===== src/hw/qdc_top.sv =====
// Contract
// Ten-bit control register: mode, ranges, inhibits, activate.
// Range bit 0 unity, 1 double gain.
// Mode bit picks single or double buffering.
// Hardware activate pin acts without serial clock.
// Inhibit set active; else needs activate and pin.
// Two address bits pick channel 0 to 3.
// Reset shuts down all four channels.
// Reset control: mode 0, ranges 1, rest 0.
// Shift bits only while input enable high.
// Single mode updates on twelfth falling edge.
// Double mode updates all on enable fall.
// Single mode sticks until reset.
// Top frame bit marks control versus data word.
`timescale 1ns/10ps
package qdc_pkg;
  localparam int FRAME_BITS = 12;
  localparam logic [3:0] FRAME_LAST = 4'hB;
  localparam int CODE_BITS = 8;
  localparam int CHANNELS = 4;
  localparam int CTRL_BITS = 10;
  // Frame fields
  localparam int TYPE_POS = 11;
  localparam logic TYPE_CTRL = 1'h1;
  localparam int ADDR_MSB = 10;
  localparam int ADDR_LSB = 9;
  localparam int CODE_MSB = 7;
  // Control register fields
  localparam int MODE_POS = 9;
  localparam int RANGE_LSB = 5;
  localparam int SI_LSB = 1;
  localparam int ACT_POS = 0;
  localparam logic [9:0] CTRL_RESET = 10'h1E0;
  // Synchroniser lanes
  localparam int LANE_SCLK = 0;
  localparam int LANE_DATA = 1;
  localparam int LANE_EN = 2;
  localparam int LANE_HW = 3;
endpackage

module qdc_top (
  input wire logic clk_sys_in,
  input wire logic rst_in,
  input wire logic link_clk_in,
  input wire logic link_data_in,
  input wire logic link_en_in,
  input wire logic hw_activate_pin_in,
  output logic [9:0] converter_control_word_out,
  output logic [7:0] channel_0_code_out,
  output logic [7:0] channel_1_code_out,
  output logic [7:0] channel_2_code_out,
  output logic [7:0] channel_3_code_out,
  output logic [3:0] range_sel_out,
  output logic [3:0] chan_active_out,
  output logic buffer_single_out
);
  logic [3:0] sync_level;
  logic [3:0] sync_fall;
  logic [3:0] bit_cnt;
  logic [10:0] shift;
  logic [11:0] next_word;
  logic word_done;
  logic is_ctrl;
  logic [1:0] word_addr;
  logic [9:0] ctrl;
  logic [8:0] ctrl_fields;
  logic mode_single;
  logic single_now;
  logic update_single;
  logic update_double;
  logic [7:0] buf_code [0:3];
  logic [7:0] next_buf [0:3];
  logic [7:0] out_code [0:3];

  ////////////////////////////////////////////////////////////////////////
  // Link pins brought into the system clock
  // Two flops of lag per pin: link clock phases must last three clocks
  qdc_sync #(.WIDTH(4)) u_sync (
    .clk_sys_in(clk_sys_in),
    .rst_in(rst_in),
    .async_in({hw_activate_pin_in, link_en_in, link_data_in, link_clk_in}),
    .level_out(sync_level),
    .fall_out(sync_fall)
  );

  ////////////////////////////////////////////////////////////////////////
  // Serial shifter
  // Eleven earlier bits sit in shift; the last one comes from the lane directly
  assign next_word = {shift, sync_level[qdc_pkg::LANE_DATA]};
  // gated by enable
  assign word_done = sync_level[qdc_pkg::LANE_EN] && sync_fall[qdc_pkg::LANE_SCLK]
    && (bit_cnt == qdc_pkg::FRAME_LAST);
  // word type bit
  assign is_ctrl = (next_word[qdc_pkg::TYPE_POS] == qdc_pkg::TYPE_CTRL);
  // Bit 8 of a data word is ignored: range comes only from control words
  assign word_addr = next_word[qdc_pkg::ADDR_MSB:qdc_pkg::ADDR_LSB];

  // enable low drops any partial frame
  always_ff @(posedge clk_sys_in or posedge rst_in) begin
    if (rst_in) begin
      bit_cnt <= '0;
      shift <= '0;
    end else if (!sync_level[qdc_pkg::LANE_EN]) begin
      bit_cnt <= '0;
    end else if (sync_fall[qdc_pkg::LANE_SCLK]) begin
      shift <= next_word[qdc_pkg::FRAME_BITS-2:0];
      bit_cnt <= word_done ? 4'h0 : bit_cnt + 4'h1;
    end
  end

  ////////////////////////////////////////////////////////////////////////
  // Control register
  // ten-bit register written by control words
  always_ff @(posedge clk_sys_in or posedge rst_in) begin
    if (rst_in) begin
      // power-on defaults
      ctrl_fields <= qdc_pkg::CTRL_RESET[qdc_pkg::MODE_POS-1:0];
    end else if (word_done && is_ctrl) begin
      ctrl_fields <= next_word[qdc_pkg::MODE_POS-1:0];
    end
  end

  // Sticky so a stray control word cannot undo single mode
  // mode can be set but only reset clears it
  always_ff @(posedge clk_sys_in or posedge rst_in) begin
    if (rst_in) begin
      mode_single <= qdc_pkg::CTRL_RESET[qdc_pkg::MODE_POS];
    end else if (word_done && is_ctrl && next_word[qdc_pkg::MODE_POS]) begin
      mode_single <= 1'h1;
    end
  end

  assign ctrl = {mode_single, ctrl_fields};

  // A control word that selects single mode already latches on its own last edge
  assign single_now = ctrl[qdc_pkg::MODE_POS]
    | (is_ctrl & next_word[qdc_pkg::MODE_POS]);
  // single mode updates at word end
  assign update_single = word_done && single_now;
  // A word end needs enable high, so it never meets an enable fall
  // double mode updates on enable fall
  assign update_double = sync_fall[qdc_pkg::LANE_EN] && !ctrl[qdc_pkg::MODE_POS];

  ////////////////////////////////////////////////////////////////////////
  // Per-channel input buffer and output latch
  genvar ch;
  generate
    for (ch = 0; ch < qdc_pkg::CHANNELS; ch++) begin : g_chan
      // address decode, later word overwrites
      always_comb begin
        next_buf[ch] = buf_code[ch];
        if (!is_ctrl && (word_addr == 2'(ch))) begin
          next_buf[ch] = next_word[qdc_pkg::CODE_MSB:0];
        end
      end

      always_ff @(posedge clk_sys_in or posedge rst_in) begin
        if (rst_in) begin
          buf_code[ch] <= '0;
        end else if (word_done) begin
          buf_code[ch] <= next_buf[ch];
        end
      end

      // Double update is gated off in single mode, so the order is moot
      // buffering mode picks the update moment
      always_ff @(posedge clk_sys_in or posedge rst_in) begin
        if (rst_in) begin
          out_code[ch] <= '0;
        end else if (update_single) begin
          out_code[ch] <= next_buf[ch];
        end else if (update_double) begin
          out_code[ch] <= buf_code[ch];
        end
      end

      always_ff @(posedge clk_sys_in or posedge rst_in) begin
        if (rst_in) begin
          // all channels shut down
          chan_active_out[ch] <= 1'h0;
        end else begin
          // Synchronised pin: a few clocks of lag, never a serial edge
          // synchronised pin used, no serial edge needed
          // inhibit forces active, else both activates
          chan_active_out[ch] <= ctrl[qdc_pkg::SI_LSB + ch]
            | (ctrl[qdc_pkg::ACT_POS] & sync_level[qdc_pkg::LANE_HW]);
        end
      end
    end
  endgenerate

  ////////////////////////////////////////////////////////////////////////
  // Outputs
  // Codes reset to zero together with the channel latches
  always_ff @(posedge clk_sys_in or posedge rst_in) begin
    if (rst_in) begin
      channel_0_code_out <= '0;
      channel_1_code_out <= '0;
      channel_2_code_out <= '0;
      channel_3_code_out <= '0;
    end else begin
      channel_0_code_out <= out_code[0];
      channel_1_code_out <= out_code[1];
      channel_2_code_out <= out_code[2];
      channel_3_code_out <= out_code[3];
    end
  end

  always_ff @(posedge clk_sys_in or posedge rst_in) begin
    if (rst_in) begin
      converter_control_word_out <= qdc_pkg::CTRL_RESET;
      range_sel_out <= qdc_pkg::CTRL_RESET[qdc_pkg::RANGE_LSB +: qdc_pkg::CHANNELS];
      buffer_single_out <= 1'h0;
    end else begin
      converter_control_word_out <= ctrl;
      // range bit 1 means double gain
      range_sel_out <= ctrl[qdc_pkg::RANGE_LSB +: qdc_pkg::CHANNELS];
      buffer_single_out <= ctrl[qdc_pkg::MODE_POS];
    end
  end
endmodule


===== src/hw/qdc_sync.sv =====
`timescale 1ns/10ps
module qdc_sync #(
  parameter int WIDTH = 4
) (
  input wire logic clk_sys_in,
  input wire logic rst_in,
  input wire logic [WIDTH-1:0] async_in,
  output logic [WIDTH-1:0] level_out,
  output logic [WIDTH-1:0] fall_out
);
  logic [WIDTH-1:0] meta;
  logic [WIDTH-1:0] stable;
  logic [WIDTH-1:0] prev;

  ////////////////////////////////////////////////////////////////////////
  // First stage feeds only the second stage
  always_ff @(posedge clk_sys_in or posedge rst_in) begin
    if (rst_in) begin
      meta <= '0;
      stable <= '0;
      prev <= '0;
    end else begin
      meta <= async_in;
      stable <= meta;
      prev <= stable;
    end
  end

  assign level_out = stable;
  assign fall_out = prev & ~stable;
endmodule


===== config.mk =====
export PLATFORM = sky130hd
export DESIGN_NAME = qdc_top
export DESIGN_NICKNAME = d
export VERILOG_FILES = /design/src/hw/qdc_top.sv /design/src/hw/qdc_sync.sv
export SDC_FILE = /design/constraint.sdc
export NUM_CORES = 1
export LEC_CHECK = 0
export ABC_AREA = 0
export BUFFER_PORTS_ARGS = -buffer_cell sky130_fd_sc_hd__buf_4
export CAP_MARGIN = 20
export CELL_PAD_IN_SITES_DETAIL_PLACEMENT = 1
export CELL_PAD_IN_SITES_GLOBAL_PLACEMENT = 1
export CORE_ASPECT_RATIO = 1.25
export CORE_MARGIN = 8
export CORE_UTILIZATION = 53
export DETAILED_ROUTE_END_ITERATION = 7
export GPL_ROUTABILITY_DRIVEN = 0
export GPL_TIMING_DRIVEN = 0
export PLACE_DENSITY_LB_ADDON = 0.25
export SKIP_CTS_REPAIR_TIMING = 1
export SYNTH_ARGS = -nofsm -noshare
export SYNTH_HDL_FRONTEND = slang
export SYNTH_SLANG_ARGS = --single-unit

===== constraint.sdc =====
create_clock -name clk_sys_in -period 7.1 [get_ports clk_sys_in]
set_clock_uncertainty 0.1 [all_clocks]
set_input_delay 0.71 -clock clk_sys_in [delete_from_list [all_inputs] [get_ports clk_sys_in]]
set_output_delay 0.71 -clock clk_sys_in [all_outputs]
set_load 0.02 [all_outputs]

==> flow_summary.yaml <==
status:
  outcome: "complete, no violations"
clock_tree:
  clock_latency_ns: 0.42
  clock_tree.buffer_depth: 2
  htreeDepth: 4
  clkSinkCount: 145
  cts_made_buffers: 17
  clockRootBuffer: "clkbuf_16"
  cts_tree: "built"
  clkTransAtPathRegs_ns: 0.06
place:
  dp_hpwl_um: 8080
  portBuffers: 56
  dp_slack_ns: 5.06
  placed_area_um2: 6420
setup_path:
  rrSetupSlack_ns: 5.03
  r2r-end: "buf_code[1]$_DFFE_PP0P_"
  r2r-start: "bit_cnt[0]$_DFFE_PP0P_"
  cp_max_fo: 8
  start_kind: "flop"
  worstPathCellList: "ha_1 > nand3b_1 > nor3_4 > mux2_2"
  reg2reg_depth: 4
  max_stage_delay_ns: 0.58
  endpoint_kind: "flop"
  crit_type: "flop to flop"
  cp_data_arrival_time_ns: 2.27
  worstPathRequired_ns: 7.29
  slowest_stage: "nor3_4"
yosys:
  yosys-top-cells-area: "dfrtp_1 59%, mux2i_1 17%, mux2_2 6.8%"
  synth_top_area_share_pct: 59.1
  ys_ff_latch: 145
  ys_warn_count: 0
  ys_types: 34
  synth_ff_type: "dfrtp_1"
  async_reset_ff_share_pct: 100
  synth_edf_count: 0
  yosysTopAreaCell: "dfrtp_1"
  avgSynthCellArea_um2: 15.9
  syn_inst: 365
  syn_area_um2: 5810
  yosysSeqAreaShare_pct: 62.7
  syn-num-nets: 372
power_and_ir_drop:
  p_clk_share_pct: 46.6
  powerDensity_nw_per_um2: 285
  p_leak_nw: 3.50
  p_sw_w: 0.000493
  swShare_pct: 24.6
  p_int_w: 0.00151
  peakVddDrop_mv: 0.200
  p_seq_share_pct: 43.5
  combPwrFrac_pct: 9.9
finish:
  nets: 448
  fin_util_pct: 66.3
  mostFrequentLayoutCells: "137 x dfrtp_1, 98 x mux2i_1, 66 x buf_4"
  diodes: 0
  drive_gt1_share_pct: 39.9
  final_common_cell: "dfrtp_1"
  area_delta_synth_final_pct: 21.2
  design_area_um2: 7040
floorplan:
  fp.dieH_um: 133
  die_width_um: 110
  rows: 42
  die_area_um2: 14600
  core_um2: 10600
  ios: 57
  initial_core_util_pct: 54.7
timing:
  worst_pin_slew_ns: 0.769
  final_max_slew_viol_count: 0
  slew_headroom_pct: 48.7
  rsz0062_at_grt: "false"
  fin_crit_sh_pct: 29.2
  final_hold_viol_count: 0
  setup_slack_ns: 5.03
  fmax_mhz: 483
  finalSetupViolCount: 0
  final.setup.tns_ns: 0
  period_minus_slack_ns: 2.07
global_route:
  grt_pass1_vias: 3822
  grt_max_degree: 85
  grt.overflow.total: 0
  grt_use_total_pct: 20.8
  antenna_found_initial: 0
  grt_pass1_wl_um: 22500
min_path:
  min_path_cells: 0
  hold_class: "flop to flop"
  min_delay_worst_endpoint: "u_sync.level_out[0]$_DFF_PP0_"
  min_from: "u_sync.meta[0]$_DFF_PP0_"
run:
  cap_viol_max_count: 0
routing:
  drtIter0Drc: 139
  vias_per_cell: 5.59
  totalWireLength_um: 14000
  ant_nets: 0
  drt-pass1-iter-count: 4
  wl_per_cell_um: 23.8
  vias: 3274
  drc: 0
[final cells by class]
| type | count | area, um^2 |
|---|---|---|
| timing repair buffer | 57 | 448 |
| clock inverter | 11 | 163 |
| tap | 132 | 165 |
| fill | 957 | 3580 |
| inverter | 2 | 12.5 |
| sequential | 145 | 3640 |
| multi-input combinational | 187 | 1920 |
| clock buffer | 21 | 450 |
| buffer | 31 | 235 |
[worst max-delay path by stage]
stage / end / slack, ns / start
finish: buf_code[1]$_DFFE_PP0P_ / 5.03 / bit_cnt[0]$_DFFE_PP0P_
global route: buf_code[1]$_DFFE_PP0P_ / 4.90 / bit_cnt[0]$_DFFE_PP0P_
CTS: buf_code[1]$_DFFE_PP0P_ / 5.04 / bit_cnt[0]$_DFFE_PP0P_
detailed placement: buf_code[1]$_DFFE_PP0P_ / 5.06 / bit_cnt[0]$_DFFE_PP0P_
global placement: channel_2_code_out[3]$_DFF_PP0_ / 0.99 / rst_in
floorplan: bit_cnt[0]$_DFFE_PP0P_ / 2.41 / rst_in
[sequential cells by signal, indices dropped and copies added, names as in the netlist, 6 cells and up]
name / count
out_code: 32
channel_0_code_out: 8
shift: 11
ctrl_fields: 9
channel_1_code_out: 8
channel_3_code_out: 8
buf_code: 32
channel_2_code_out: 8
converter_control_word_out: 6
[kinds of logic (layout without fill, tap and decap cells)]
group | after synthesis | after routing | share of synthesized area (%)
AND/OR/NAND/NOR | 29 | 29 | 4.01
buffers and inverters | 33 | 122 | 4.18
AO/OA/AOI/OAI | 7 | 7 | 0.840
multiplexers | 150 | 150 | 28.1
adder cells (fa/ha/maj) | 1 | 1 | 0.215
flip-flops | 145 | 145 | 62.7
[power groups by stage]
| stage | clock network (W) | logic, W | registers [W] |
|---|---|---|---|
| 2_1_floorplan | 0 | 0.000133 | 0.000877 |
| 3_3_place_gp | 0 | 0.000183 | 0.000880 |
| 3_5_place_dp | 0 | 0.000194 | 0.000883 |
| 4_1_cts | 0.000949 | 0.000202 | 0.000871 |
| 5_1_grt | 0.000979 | 0.000213 | 0.000873 |
| 6_report | 0.000935 | 0.000199 | 0.000872 |
[through the flow]
step	cells	total power, W	hold slack [ns]
after floorplan	365	0.00101	0.231
after global placement	553	0.00106	0.234
after detailed placement	554	0.00108	0.236
after CTS	586	0.00202	0.248
after global routing	586	0.00207	0.261
final	586	0.00201	0.245
[layer usage]
layer | wire [um] | track usage, %
met4 | 252 | 8.05
met5 | 0 | 0
met2 | 7470 | 35.5
met3 | 495 | 4.57
met1 | 5760 | 24.7
[critical path, delay by kind of cell (launching register included)]
| kind | cells | cell delay (ns) |
|---|---|---|
| and+or+nand+nor | 2 | 0.80 |
| adders and majority gates | 1 | 0.23 |
| muxes | 1 | 0.42 |
| DFF | 1 | 0.39 |
[cells in the mapped netlist (2+ instances only)]
| library cell | instances |
|---|---|
| dfrtp_1 | 137 |
| mux2_4 | 17 |
| buf_2 | 4 |
| mux2i_1 | 98 |
| clkbuf_1 | 7 |
| and3b_2 | 2 |
| buf_6 | 8 |
| nor3b_2 | 2 |
| and3_4 | 2 |
| a21boi_0 | 2 |
| inv_1 | 2 |
| mux2_2 | 35 |
| dfstp_2 | 8 |
| nor3b_1 | 2 |
| nor3_4 | 2 |
| buf_4 | 10 |
| nand3b_1 | 2 |
| nand2b_1 | 5 |
| o21ai_0 | 2 |
| nand2_1 | 4 |
Power figures use the tool's default switching activity.
